$ cat src/include/tpu_pkg.sv
// Shared constants for the timer compare/PWM channels.
// Assumes a single 100 MHz clock domain.
package tpu_pkg;
   localparam int CNT_W = 16;
   localparam int NUM_CH = 2;
   localparam logic [15:0] CNT_ZERO = 16'h0000;
   localparam logic [15:0] CNT_FULL = 16'hFFFF;
   localparam logic [15:0] CNT_ONE = 16'h0001;
   localparam int SIGN_BIT = 15;
   localparam logic [1:0] CLK_NONE = 2'h0;
   localparam logic [1:0] CLK_BUS = 2'h1;
   localparam logic [1:0] CLK_FIXED = 2'h2;
   localparam logic [1:0] CLK_EXT = 2'h3;
   localparam logic [2:0] PRESCALE_RESET = 3'h0;
   // Channel modes from mode_select_b:a when not center aligned
   localparam logic [1:0] MODE_CAPTURE = 2'h0;
   localparam logic [1:0] MODE_COMPARE = 2'h1;
   // Compare pin actions from edge_level_select_b:a
   localparam logic [1:0] OC_NONE = 2'h0;
   localparam logic [1:0] OC_TOGGLE = 2'h1;
   localparam logic [1:0] OC_CLEAR = 2'h2;
   localparam logic [1:0] OC_SET = 2'h3;
endpackage

$ cat src/include/tick_if.sv
// Counter tick and state bundle shared between counter and channels.
// Assumes all members are driven in the clock domain of the timer.
`timescale 1ns/1ps
interface tick_if;
   logic tick;
   logic [15:0] count;
   logic [15:0] modulus;
   logic up;
   logic center;
   logic clk_on;
   logic load_point;
   modport counter (output tick, count, modulus, up, center, clk_on, load_point);
   modport channel (input tick, count, modulus, up, center, clk_on, load_point);
endinterface

$ cat src/logic/pwm_channel.sv
// One timer channel: value buffer, compare, PWM pin and event flag.
// Assumes tick and counter state from the counter side in the same domain.
`timescale 1ns/1ps
module pwm_channel (
   input wire logic clock,
   input wire logic reset_n,
   tick_if.channel t,
   input wire logic csc_write,
   input wire logic [5:0] csc_data,
   input wire logic val_high_write,
   input wire logic val_low_write,
   input wire logic [7:0] val_data,
   input wire logic flag_read,
   output logic [5:0] csc_r,
   output logic [15:0] value_r,
   output logic flag_r,
   output logic pin_r,
   output logic pin_oe_r,
   output logic irq_r
);
   // csc: [5]=irq_enable [4]=mode_b [3]=mode_a [2]=edge_b [1]=edge_a [0]=flag write bit
   logic [5:0] csc_nxt;
   logic [15:0] value_nxt, buf_r, buf_nxt;
   logic hi_seen_r, hi_seen_nxt, lo_seen_r, lo_seen_nxt, pend_r, pend_nxt;
   logic flag_nxt, armed_r, armed_nxt, pin_nxt, pin_oe_nxt, irq_nxt;
   logic match, event_now, edge_pwm, oc_mode;

   assign oc_mode = !t.center && csc_r[4:3] == tpu_pkg::MODE_COMPARE;
   assign edge_pwm = !t.center && csc_r[4];
   assign match = t.tick && t.count == value_r && (oc_mode || edge_pwm || t.center);
   assign event_now = match;

   always_comb begin
      csc_nxt = csc_r;
      buf_nxt = buf_r;
      value_nxt = value_r;
      hi_seen_nxt = hi_seen_r;
      lo_seen_nxt = lo_seen_r;
      pend_nxt = pend_r;
      flag_nxt = flag_r;
      armed_nxt = armed_r;
      pin_nxt = pin_r;
      if (csc_write) begin
         csc_nxt = {csc_data[5:1], 1'b0};
         hi_seen_nxt = 1'b0;
         lo_seen_nxt = 1'b0;
         pend_nxt = 1'b0;
      end else begin
         if (val_high_write) begin
            buf_nxt[15:8] = val_data;
            hi_seen_nxt = 1'b1;
         end
         if (val_low_write) begin
            buf_nxt[7:0] = val_data;
            lo_seen_nxt = 1'b1;
         end
         if (hi_seen_nxt && lo_seen_nxt) begin
            hi_seen_nxt = 1'b0;
            lo_seen_nxt = 1'b0;
            if (!t.clk_on)
               value_nxt = buf_nxt;
            else
               pend_nxt = 1'b1;
         end
      end
      // compare loads on next tick; PWM loads at modulus step
      if (pend_r && t.tick && (oc_mode || csc_r[4:3] == tpu_pkg::MODE_CAPTURE && !t.center
            ? 1'b1 : t.load_point)) begin
         value_nxt = buf_r;
         pend_nxt = 1'b0;
      end
      // read arms, zero write clears, new event wins
      if (flag_read && flag_r)
         armed_nxt = 1'b1;
      if (csc_write && !csc_data[0] && armed_r)
         flag_nxt = 1'b0;
      if (csc_write)
         armed_nxt = 1'b0;
      if (event_now) begin
         flag_nxt = 1'b1;
         armed_nxt = 1'b0;
      end
      if (t.center) begin
         // zero or negative value never active
         if (value_r == tpu_pkg::CNT_ZERO || value_r[tpu_pkg::SIGN_BIT])
            pin_nxt = csc_r[1];
         // up match inactive, down match active
         else if (match)
            pin_nxt = t.up ? csc_r[1] : !csc_r[1];
         else if (t.tick && t.count == tpu_pkg::CNT_ZERO && value_r > t.modulus)
            pin_nxt = !csc_r[1];
      end else if (edge_pwm) begin
         if (value_r == tpu_pkg::CNT_ZERO)
            pin_nxt = csc_r[1];
         else if (match)
            pin_nxt = csc_r[1];
         else if (t.tick && t.count == tpu_pkg::CNT_ZERO)
            pin_nxt = !csc_r[1];
      end else if (oc_mode && match) begin
         case (csc_r[2:1])
            tpu_pkg::OC_TOGGLE: pin_nxt = !pin_r;
            tpu_pkg::OC_CLEAR: pin_nxt = 1'b0;
            tpu_pkg::OC_SET: pin_nxt = 1'b1;
            default: pin_nxt = pin_r;
         endcase
      end
      pin_oe_nxt = t.center || csc_r[4] || (csc_r[3] && csc_r[2:1] != tpu_pkg::OC_NONE);
      irq_nxt = csc_nxt[5] && flag_nxt;
   end

   always_ff @(posedge clock or negedge reset_n) begin
      if (!reset_n) begin
         csc_r <= 6'h00;
         value_r <= 16'h0000;
         buf_r <= 16'h0000;
         hi_seen_r <= 1'b0;
         lo_seen_r <= 1'b0;
         pend_r <= 1'b0;
         flag_r <= 1'b0;
         armed_r <= 1'b0;
         pin_r <= 1'b0;
         pin_oe_r <= 1'b0;
         irq_r <= 1'b0;
      end else begin
         csc_r <= csc_nxt;
         value_r <= value_nxt;
         buf_r <= buf_nxt;
         hi_seen_r <= hi_seen_nxt;
         lo_seen_r <= lo_seen_nxt;
         pend_r <= pend_nxt;
         flag_r <= flag_nxt;
         armed_r <= armed_nxt;
         pin_r <= pin_nxt;
         pin_oe_r <= pin_oe_nxt;
         irq_r <= irq_nxt;
      end
   end
endmodule

$ cat src/logic/timer_compare_pwm_channels.sv
// Function
// - Compare match sets, clears or toggles pin
// - Compare value loads after both bytes
// - Compare match sets channel flag
// - Edge PWM up counts, period modulus+1
// - Edge level selects overflow/compare polarity
// - Zero gives 0%, above modulus 100%
// - Edge PWM loads at modulus step
// - Center PWM counts up and down
// - Center zero/negative 0%, above modulus 100%
// - Center up match low, down high
// - Byte writes land in buffers
// - Center PWM loads at modulus step
// - Center overflow at end of modulus
// - Main control write drops modulus bytes
// - Channel control write drops value bytes
// - Reset clears control, releases pins
// - Every match sets channel flag
// - Interrupts are level, flag and enable
// - Flags clear by read then zero write
// - Clock select: none, bus, fixed, external
// - Up mode overflow at terminal wrap
// - Up/down ends last one tick
// Timer counter, modulus, overflow flag and two channels.
// Assumes byte strobes are one-cycle pulses in the clock domain.
`timescale 1ns/1ps
module timer_compare_pwm_channels (
   input wire logic clock,
   input wire logic reset_n,
   input wire logic msc_write,
   input wire logic [7:0] msc_data,
   input wire logic msc_read,
   input wire logic mod_high_write,
   input wire logic mod_low_write,
   input wire logic [7:0] mod_data,
   input wire logic count_write,
   input wire logic fixed_clock_en,
   input wire logic ext_clock_pin,
   input wire logic [1:0] csc_write,
   input wire logic [11:0] csc_data,
   input wire logic [1:0] val_high_write,
   input wire logic [1:0] val_low_write,
   input wire logic [15:0] val_data,
   input wire logic [1:0] flag_read,
   output logic [7:0] msc_r,
   output logic [15:0] count_r,
   output logic [15:0] modulus_r,
   output logic overflow_irq_r,
   output logic [1:0] channel_irq_r,
   output logic [1:0] channel_pin_r,
   output logic [1:0] channel_pin_oe_r,
   output logic [11:0] channel_csc_r,
   output logic [31:0] channel_value_r,
   output logic [1:0] channel_flag_r
);
   // msc: [7]=overflow flag [6]=irq enable [5]=center [4:3]=clock select [2:0]=prescale
   tick_if t ();
   logic [7:0] msc_nxt;
   logic [15:0] count_nxt, modulus_nxt, mbuf_r, mbuf_nxt;
   logic mhi_r, mhi_nxt, mlo_r, mlo_nxt, up_r, up_nxt, armed_r, armed_nxt;
   logic [6:0] pre_r, pre_nxt;
   logic ext_s1_r, ext_s2_r, ext_s3_r;
   logic src_tick, tick, terminal, overflow, irq_nxt;
   logic [15:0] term;

   function automatic logic [6:0] pre_limit(input logic [2:0] ps);
      pre_limit = 7'((8'h01 << ps) - 8'h01);
   endfunction

   // Pin clock passes two flops; third only for edge detect
   always_ff @(posedge clock or negedge reset_n) begin
      if (!reset_n) begin
         ext_s1_r <= 1'b0;
         ext_s2_r <= 1'b0;
         ext_s3_r <= 1'b0;
      end else begin
         ext_s1_r <= ext_clock_pin;
         ext_s2_r <= ext_s1_r;
         ext_s3_r <= ext_s2_r;
      end
   end

   always_comb begin
      case (msc_r[4:3])
         tpu_pkg::CLK_BUS: src_tick = 1'b1;
         tpu_pkg::CLK_FIXED: src_tick = fixed_clock_en;
         tpu_pkg::CLK_EXT: src_tick = ext_s2_r && !ext_s3_r;
         default: src_tick = 1'b0;
      endcase
   end

   assign tick = src_tick && pre_r == pre_limit(msc_r[2:0]);
   assign term = modulus_r == tpu_pkg::CNT_ZERO ? tpu_pkg::CNT_FULL : modulus_r;
   assign terminal = count_r == term;
   assign overflow = tick && terminal && (!msc_r[5] || up_r);

   assign t.tick = tick;
   assign t.count = count_r;
   assign t.modulus = modulus_r;
   assign t.up = up_r;
   assign t.center = msc_r[5];
   assign t.clk_on = msc_r[4:3] != tpu_pkg::CLK_NONE;
   // step into terminal count
   // Only the upward step counts; the down pass also crosses terminal-1
   assign t.load_point = count_r == 16'(term - tpu_pkg::CNT_ONE) && (!msc_r[5] || up_r);

   always_comb begin
      msc_nxt = msc_r;
      count_nxt = count_r;
      modulus_nxt = modulus_r;
      mbuf_nxt = mbuf_r;
      mhi_nxt = mhi_r;
      mlo_nxt = mlo_r;
      up_nxt = up_r;
      armed_nxt = armed_r;
      pre_nxt = pre_r;
      if (src_tick)
         pre_nxt = tick ? 7'h00 : 7'(pre_r + 7'h01);
      if (tick) begin
         if (!msc_r[5]) begin
            count_nxt = terminal ? tpu_pkg::CNT_ZERO : 16'(count_r + tpu_pkg::CNT_ONE);
            up_nxt = 1'b1;
         end else if (up_r) begin
            // turn after terminal lasts one tick
            if (terminal) begin
               up_nxt = 1'b0;
               count_nxt = 16'(count_r - tpu_pkg::CNT_ONE);
            end else
               count_nxt = 16'(count_r + tpu_pkg::CNT_ONE);
         end else if (count_r == tpu_pkg::CNT_ZERO) begin
            up_nxt = 1'b1;
            count_nxt = tpu_pkg::CNT_ONE;
         end else
            count_nxt = 16'(count_r - tpu_pkg::CNT_ONE);
      end
      if (count_write) begin
         count_nxt = tpu_pkg::CNT_ZERO;
         pre_nxt = 7'h00;
         up_nxt = 1'b1;
      end
      if (msc_write) begin
         msc_nxt = {msc_r[7], msc_data[6:0]};
         mhi_nxt = 1'b0;
         mlo_nxt = 1'b0;
      end else begin
         if (mod_high_write) begin
            mbuf_nxt[15:8] = mod_data;
            mhi_nxt = 1'b1;
         end
         if (mod_low_write) begin
            mbuf_nxt[7:0] = mod_data;
            mlo_nxt = 1'b1;
         end
         if (mhi_nxt && mlo_nxt) begin
            modulus_nxt = mbuf_nxt;
            mhi_nxt = 1'b0;
            mlo_nxt = 1'b0;
         end
      end
      if (msc_read && msc_r[7])
         armed_nxt = 1'b1;
      if (msc_write && !msc_data[7] && armed_r)
         msc_nxt[7] = 1'b0;
      if (msc_write)
         armed_nxt = 1'b0;
      if (overflow) begin
         msc_nxt[7] = 1'b1;
         armed_nxt = 1'b0;
      end
      irq_nxt = msc_nxt[6] && msc_nxt[7];
   end

   always_ff @(posedge clock or negedge reset_n) begin
      if (!reset_n) begin
         msc_r <= 8'h00;
         count_r <= 16'h0000;
         modulus_r <= 16'h0000;
         mbuf_r <= 16'h0000;
         mhi_r <= 1'b0;
         mlo_r <= 1'b0;
         up_r <= 1'b1;
         armed_r <= 1'b0;
         pre_r <= 7'h00;
         overflow_irq_r <= 1'b0;
      end else begin
         msc_r <= msc_nxt;
         count_r <= count_nxt;
         modulus_r <= modulus_nxt;
         mbuf_r <= mbuf_nxt;
         mhi_r <= mhi_nxt;
         mlo_r <= mlo_nxt;
         up_r <= up_nxt;
         armed_r <= armed_nxt;
         pre_r <= pre_nxt;
         overflow_irq_r <= irq_nxt;
      end
   end

   for (genvar i = 0; i < tpu_pkg::NUM_CH; i++) begin : ch
      pwm_channel u_ch (
         .clock(clock),
         .reset_n(reset_n),
         .t(t.channel),
         .csc_write(csc_write[i]),
         .csc_data(csc_data[i*6 +: 6]),
         .val_high_write(val_high_write[i]),
         .val_low_write(val_low_write[i]),
         .val_data(val_data[i*8 +: 8]),
         .flag_read(flag_read[i]),
         .csc_r(channel_csc_r[i*6 +: 6]),
         .value_r(channel_value_r[i*16 +: 16]),
         .flag_r(channel_flag_r[i]),
         .pin_r(channel_pin_r[i]),
         .pin_oe_r(channel_pin_oe_r[i]),
         .irq_r(channel_irq_r[i])
      );
   end
endmodule

$ cat config.mk
export PLATFORM = sky130hd
export DESIGN_NAME = timer_compare_pwm_channels
export DESIGN_NICKNAME = d
export VERILOG_FILES = /design/src/include/tpu_pkg.sv /design/src/include/tick_if.sv /design/src/logic/pwm_channel.sv /design/src/logic/timer_compare_pwm_channels.sv
export SDC_FILE = /design/constraint.sdc
export NUM_CORES = 1
export LEC_CHECK = 0
export ABC_AREA = 1
export BUFFER_PORTS_ARGS = -buffer_cell sky130_fd_sc_hd__buf_2
export CAP_MARGIN = 10
export CORE_UTILIZATION = 59
export DETAILED_ROUTE_END_ITERATION = 6
export PLACE_DENSITY_LB_ADDON = 0.05
export SLEW_MARGIN = 25
export SYNTH_ARGS = -nofsm -noshare
export SYNTH_HDL_FRONTEND = slang
export SYNTH_HIERARCHICAL = 1
export SYNTH_SLANG_ARGS = --single-unit
$ cat constraint.sdc
create_clock -name clock -period 3.75 [get_ports clock]
set_input_delay 0.75 -clock clock [delete_from_list [all_inputs] [get_ports clock]]
set_output_delay 0.75 -clock clock [all_outputs]
set_load 0.01 [all_outputs]
==> results.yml, run 1 <==
status:
  outcome: "finished with violations"
  failing_checks: "DRC"
floorplan:
  initial_utilization: 0.606
  die-width_um: 141
  design.core.area_mm2: 0.0188
  ios: 154
  placementRows: 50
  die_ar_mm2: 0.0199
  dieHeight_um: 141
synthesis:
  postSynth.topFlopCell: "sky130_fd_sc_hd__dfrtp_1"
  yosysMostFrequentCell: "sky130_fd_sc_hd__nand2_1"
  synthesis.area_mm2: 0.0114
  synth_commonest_cells: "sky130_fd_sc_hd__nand2_1 (509), sky130_fd_sc_hd__inv_1 (230), sky130_fd_sc_hd__dfrtp_1 (160)"
  number_of_distinct_library_cells_after_synthesis: 53
  syn_avg_cell_area_um2: 6.90
  asyncSetResetFlopFracSynth: 1.00
  synth_edf_count: 0
  proportion_of_synthesized_chip_area_in_sequential_cells: 0.353
  synthDominantCellAreaShare: 0.351
  netlist_top_cells_area: "sky130_fd_sc_hd__dfrtp_1 (35%), sky130_fd_sc_hd__nand2_1 (17%), sky130_fd_sc_hd__inv_1 (7.6%)"
  synth.ff_latch_count: 161
  synth_cells: 1654
  synth_largest_area_cell: "sky130_fd_sc_hd__dfrtp_1"
  yosysWarningCount: 6
  synth_nets: 1753
route:
  vias: 11500
  met2WireLength_um: 14900
  routed_wirelength_um: 34200
  drt_iter0_drc: 1295
  wl_per_cell_um: 16.5
  detail_route.first_pass.iterations: 7
  dr.max_layer_used: "met4"
  detailed_routed_wire_length_on_met3_um: 3280
  drt-met1-wl_um: 15000
  postRouteAntennaNets: 0
  vias_per_cell: 5.56
  drcViolationCount: 1
clock_network:
  cts_sinks: 161
  cts_inserted_buffers: 17
  clock_latency_late_sink_ns: 0.44
  cts_root_buffer: "sky130_fd_sc_hd__clkbuf_16"
  cts_tree: "built"
  htreeDepth: 4
  clkSlewWorstSetupHoldPaths_ns: 0.07
  ctsLongestPathBuffers: 2
final_layout:
  multi_input_comb_area_mm2: 0.00606
  area_growth_syn_to_layout_pct: 14.0
  fin_nets: 1899
  num_antenna_cells: 0
  finish.instance_area_mm2: 0.0130
  final_util: 0.691
  ff_latch_area_mm2: 0.00403
  final_layout_size_suffix_gt1_frac: 0.166
  fillerInstances: 1621
global_route:
  grt_start_max_net_pins: 73
  grt_pass1_wl_um: 54500
  grt_usage: 0.354
  overflow_left_after_global_routing: 0
  initial_antenna_violation_count: 0
  number_of_global_route_vias_before_repair: 10400
worst_setup_path:
  critPathSlowestCell: "sky130_fd_sc_hd__dfrtp_1"
  crit_type: "reg2reg"
  crit_path_max_fanout: 16
  worst_ep_arrival_time_ns: 3.62
  cp-end-kind: "register"
  slowest_delay_ns: 0.50
  cpMostUsedCell: "sky130_fd_sc_hd__nand2_1"
  crit_family: "simple AND/OR/NAND/NOR gates"
  critPathRequiredTime_ns: 4.03
  timing.critical_path.cells: "nor2_1, nand2_1, nor2_1, nand2_1, nand2_1, inv_1, ha_1, nand4_1, nor2_1, nand2_1, nor3b_1, o21ai_0, nor3_1, buf_4, o211ai_2, inv_2, or2_1, buf_12, o221ai_1"
  cp_num_buf_inv: 4
  start_kind: "register"
timing:
  timing.slew.headroom: 0.446
  timing.fmax_ghz: 0.299
  finClkSkew_ns: 0.0145
  timing_max_transition_violations_final: 0
  post-route-min-period_ns: 3.34
  final.hold.worst_slack_ns: 0.265
  rsz_0062_raised_after_global_routing: "false"
  worst_slew_pin_slew_ns: 0.831
  finalHoldViolations: 0
  fin_tns_setup_ns: 0
  report.final.setup_viol: 0
  timing.final.crit_share: 0.891
power:
  leakage_nw: 6.75
  worst_ir_drop_vdd_mv: 0.396
  power.density_mw_per_mm2: 477
  p_total_mw: 6.21
placed_design:
  buffer_ports.inserted: 151
  place_hpwl_um: 25900
  postPlaceCellArea_mm2: 0.0124
  finalWeightedCongestion: 0.952
job:
  max_cap_violations: 0
worst_hold_path:
  worst_min_delay_path_category: "in2async"
stage by stage:
| stage | instances | worst slack (ns) |
|---|---|---|
| floorplan | 1654 | 0.683 |
| global placement | 2041 | 0.351 |
| detailed placement | 2041 | 0.247 |
| CTS | 2073 | 0.221 |
| global route | 2073 | 0.0449 |
| finish | 2073 | 0.408 |
cell usage in the layout (no fill, tap or decap), types with 3 or more instances in the layout:
cell,n
sky130_fd_sc_hd__nor2_2,18
sky130_fd_sc_hd__nor2_1,158
sky130_fd_sc_hd__nor4_1,8
sky130_fd_sc_hd__xor2_1,28
sky130_fd_sc_hd__clkbuf_16,17
sky130_fd_sc_hd__o221ai_1,12
sky130_fd_sc_hd__nand2_2,11
sky130_fd_sc_hd__nand3_2,6
sky130_fd_sc_hd__buf_2,150
sky130_fd_sc_hd__nor3_1,11
sky130_fd_sc_hd__inv_2,13
sky130_fd_sc_hd__nand4_1,40
sky130_fd_sc_hd__inv_1,229
sky130_fd_sc_hd__nand3_1,70
sky130_fd_sc_hd__o21ai_0,152
sky130_fd_sc_hd__nand2_1,509
sky130_fd_sc_hd__buf_4,30
sky130_fd_sc_hd__a211oi_1,3
sky130_fd_sc_hd__clkinvlp_4,5
sky130_fd_sc_hd__o221ai_2,20
sky130_fd_sc_hd__buf_12,5
sky130_fd_sc_hd__xnor2_1,9
sky130_fd_sc_hd__a21oi_1,45
sky130_fd_sc_hd__inv_6,5
sky130_fd_sc_hd__o21ai_1,10
sky130_fd_sc_hd__ha_1,38
sky130_fd_sc_hd__dfrtp_1,160
sky130_fd_sc_hd__and3_1,3
worst reg2reg max path, cell delays in order, from the launching register on:
cell and delay [ns]:
sky130_fd_sc_hd__dfrtp_1 0.50, sky130_fd_sc_hd__nor2_1 0.10, sky130_fd_sc_hd__nand2_1 0.08, sky130_fd_sc_hd__nor2_1 0.04, sky130_fd_sc_hd__nand2_1 0.18, sky130_fd_sc_hd__nand2_1 0.11, sky130_fd_sc_hd__inv_1 0.08, sky130_fd_sc_hd__ha_1 0.18
sky130_fd_sc_hd__nand4_1 0.17, sky130_fd_sc_hd__nor2_1 0.32, sky130_fd_sc_hd__nand2_1 0.14, sky130_fd_sc_hd__nor3b_1 0.19, sky130_fd_sc_hd__o21ai_0 0.11, sky130_fd_sc_hd__nor3_1 0.21, sky130_fd_sc_hd__buf_4 0.18, sky130_fd_sc_hd__o211ai_2 0.11
sky130_fd_sc_hd__inv_2 0.07, sky130_fd_sc_hd__or2_1 0.14, sky130_fd_sc_hd__buf_12 0.17, sky130_fd_sc_hd__o221ai_1 0.13
routing by layer:
metal / GRT usage / up-vias
li1: - / 5597
met2: 0.546 / 573
met3: 0.0581 / 87
met1: 0.501 / 5270
met4: 0.135 / 0
met5: 0 / -
path summary, 6_finish.rpt:
| check | startpoint | to | slack (ns) | cells past startpoint |
|---|---|---|---|---|
| min in group clock | ext_s1_r | ext_s2_r | 0.35 | 0 |
| worst min register to register | ext_s1_r | ext_s2_r | 0.35 | 0 |
| worst max-delay path | modulus_r[4] | ch[1].u_ch/value_r[15] | 0.41 | 19 |
| max in group asynchronous | reset_n | ch[0].u_ch/value_r[9] | 2.56 | 2 |
| worst max register to register | modulus_r[4] | ch[1].u_ch/value_r[15] | 0.41 | 19 |
| worst min-delay path | reset_n | mbuf_r[7] | 0.27 | 1 |
state kept, by name (all words and copies together) (netlist names), 7 cells and up:
signal,flops
mbuf_r,16
modulus_r,16
pre_r,7
msc_r,8
count_r,16
ch.u_ch/csc_r,10
ch.u_ch/buf_r,32
ch.u_ch/value_r,32
what timing repair did:
action,in CTS,in global routing
setup endpoints to repair,0,2
hold buffers,0,0
buffers inserted,0,0
gates resized for setup,0,2
where the power goes:
part	switching, mW	leakage (nW)	total (mW)	internal, mW
combinational	1.32	4.45	2.11	0.790
clock	0.772	0.272	1.77	0.994
sequential	0.344	2.02	2.33	1.99
final cells by class:
type | instances | area share
clock buffer | 19 | 0.0333
clock inverter | 13 | 0.0116
sequential | 161 | 0.310
timing repair buffer | 186 | 0.0836
inverter | 244 | 0.0709
tap | 260 | 0.0250
multi-input combinational | 1190 | 0.466
cell families (layout without fill, tap and decap cells):
family,Yosys count,count (layout),synth area share
and+or+nand+nor,855,855,0.319
other,2,2,0.000658
adders and majority gates,38,38,0.0417
xor gates and xnor gates,37,37,0.0284
AOI/OAI and AO/OA,258,258,0.140
buffers and inverters,303,462,0.117
DFF,161,161,0.353
No activity file was read; power rests on OpenSTA's default activity.
==> inputs of run 2 (changes only) <==
CORE_ASPECT_RATIO = 1.2   (was default)
==> results.yml, run 2 (synthesis gave the netlist of run 1 again) <==
status:
  outcome: "finished clean"
timing:
  finalHoldViolations: 0
  rsz_0062_raised_after_global_routing: "false"
  timing_max_transition_violations_final: 0
  fin_tns_setup_ns: 0
  finClkSkew_ns: 0.0119
  timing.fmax_ghz: 0.292
  timing.final.crit_share: 0.913
  worst_slew_pin_slew_ns: 0.875
  post-route-min-period_ns: 3.42
  report.final.setup_viol: 0
  worst_slack_ns: 0.327
  timing.slew.headroom: 0.416
placed_design:
  dpl_worst_slack_ns: 0.338
  finalWeightedCongestion: 1.02
  buffer_ports.inserted: 151
  place_hpwl_um: 26500
  postPlaceCellArea_mm2: 0.0124
final_layout:
  finish.instance_area_mm2: 0.0130
  final_util: 0.686
  layout.cells.most_common_list: "sky130_fd_sc_hd__nand2_1 (509), sky130_fd_sc_hd__inv_1 (229), sky130_fd_sc_hd__dfrtp_1 (160), sky130_fd_sc_hd__nor2_1 (158), sky130_fd_sc_hd__o21ai_0 (152)"
  final_common_cell: "sky130_fd_sc_hd__nand2_1"
  fin_nets: 1898
  fillerInstances: 1673
  final_layout_size_suffix_gt1_frac: 0.166
  reg_top3: "ch.u_ch/buf_r x32, ch.u_ch/value_r x32"
  area_growth_syn_to_layout_pct: 13.7
  num_antenna_cells: 0
route:
  routed_wirelength_um: 35100
  detail_route.first_pass.iterations: 5
  drt_iter0_drc: 934
  drcViolationCount: 0
  wl_per_cell_um: 17.0
  postRouteAntennaNets: 0
  vias: 11600
  vias_per_cell: 5.59
worst_setup_path:
  r2r_start: "msc_r[2]"
  r2r_setup_slack_ns: 0.33
  r2r_cells: 20
  worst_ep_arrival_time_ns: 3.75
  crit_family: "simple AND/OR/NAND/NOR gates"
  cp-end-kind: "register"
  slowest_delay_ns: 0.47
  worst_setup_path_startpoint: "msc_r[2]"
  start_kind: "register"
  crit_path_max_fanout: 8
  crit_type: "reg2reg"
  critPathSlowestCell: "sky130_fd_sc_hd__dfrtp_1"
  worst_r2r_endpoint: "ch[0].u_ch/pin_r"
  cp_num_buf_inv: 2
  cpMostUsedCell: "sky130_fd_sc_hd__nor2_1"
  critPathRequiredTime_ns: 4.07
  timing.critical_path.cells: "nor2_1, nand2_1, ha_1, xnor2_1, xor2_1, nand3_1, nor3_1, nand2_2, clkinvlp_4, inv_1, nor2_1, nand3_1, nor2_2, nand4_2, nand3_2, nand2_1, nor2_2, nand3_1, nor2_1, nor2_1"
power:
  p_total_mw: 6.20
  leakage_nw: 6.75
  worst_ir_drop_vdd_mv: 0.368
  power.density_mw_per_mm2: 478
clock_network:
  number_of_hold_buffers_added_after_cts: 0
  ctsLongestPathBuffers: 2
  cts_sinks: 161
  htreeDepth: 4
  clock_latency_late_sink_ns: 0.44
  cts_tree: "built"
  cts_inserted_buffers: 17
  clkSlewWorstSetupHoldPaths_ns: 0.07
  cts_root_buffer: "sky130_fd_sc_hd__clkbuf_16"
floorplan:
  placementRows: 55
  die_ar_mm2: 0.0199
  initial_utilization: 0.603
  design.core.area_mm2: 0.0189
  ios: 154
  dieHeight_um: 154
  die-width_um: 129
job:
  max_cap_violations: 0
global_route:
  grt_start_max_net_pins: 74
  grt_pass1_wl_um: 55700
  number_of_global_route_vias_before_repair: 10900
  grt_usage: 0.364
  overflow_left_after_global_routing: 0
  initial_antenna_violation_count: 0
worst_hold_path:
  worst_min_delay_path_category: "in2async"
-- run 2: metal layers --
| layer | vias up | global-route usage | share of wire |
|---|---|---|---|
| met1 | 5353 | 0.462 | 0.41 |
| met3 | 117 | 0.0550 | 0.070 |
| li1 | 5585 | - | - |
| met2 | 500 | 0.604 | 0.48 |
| met4 | 0 | 0.178 | 0.044 |
| met5 | - | 0 | 0 |
-- run 2: metrics by stage --
step                      std cells  hold slack (ns)
after floorplan                1654            0.331
after global placement         2036            0.332
after detailed placement       2036            0.338
after CTS                      2068            0.351
after global routing           2068            0.372
final                          2068            0.312
-- run 2: final cells by class --
cell class | instances | area [um2] | share of cell area
Tap cell | 256 | 320 | 0.0247
Multi-Input combinational cell | 1190 | 6050 | 0.466
Timing Repair Buffer | 185 | 1070 | 0.0823
Sequential cell | 161 | 4030 | 0.311
Inverter | 244 | 922 | 0.0711
Clock inverter | 14 | 154 | 0.0119
Clock buffer | 18 | 429 | 0.0331
-- run 2: power by group --
part | total (mW) | switching, mW | internal [mW]
clock | 1.77 | 0.777 | 0.991
combinational | 2.10 | 1.31 | 0.789
sequential | 2.34 | 0.350 | 1.99
-- run 2: worst max-delay path by stage --
| stage | to | slack (ns) | depth (start not counted) |
|---|---|---|---|
| 2_1_floorplan | ch[0].u_ch/value_r[0] | 0.68 | 21 |
| 3_3_place_gp | ch[0].u_ch/pin_r | 0.46 | 20 |
| 3_5_place_dp | ch[0].u_ch/pin_r | 0.34 | 20 |
| 4_1_cts | ch[0].u_ch/pin_r | 0.29 | 20 |
| 5_1_grt | ch[1].u_ch/pin_r | 0.03 | 20 |
| 6_report | ch[0].u_ch/pin_r | 0.33 | 20 |
-- run 2: repair_timing --
action                                  4_1_cts  5_1_grt
endpoints found under the setup margin        0        2
setup buffers                                 0        0
gates resized for setup                       0        1
-- run 2: worst register-to-register path, cell delays in order, from the launching register on --
cell	delay, ns
sky130_fd_sc_hd__dfrtp_1	0.47
sky130_fd_sc_hd__nor2_1	0.20
sky130_fd_sc_hd__nand2_1	0.10
sky130_fd_sc_hd__ha_1	0.26
sky130_fd_sc_hd__xnor2_1	0.17
sky130_fd_sc_hd__xor2_1	0.16
sky130_fd_sc_hd__nand3_1	0.09
sky130_fd_sc_hd__nor3_1	0.29
sky130_fd_sc_hd__nand2_2	0.18
sky130_fd_sc_hd__clkinvlp_4	0.23
sky130_fd_sc_hd__inv_1	0.08
sky130_fd_sc_hd__nor2_1	0.10
sky130_fd_sc_hd__nand3_1	0.09
sky130_fd_sc_hd__nor2_2	0.16
sky130_fd_sc_hd__nand4_2	0.21
sky130_fd_sc_hd__nand3_2	0.12
sky130_fd_sc_hd__nand2_1	0.07
sky130_fd_sc_hd__nor2_2	0.11
sky130_fd_sc_hd__nand3_1	0.09
sky130_fd_sc_hd__nor2_1	0.10
sky130_fd_sc_hd__nor2_1	0.05
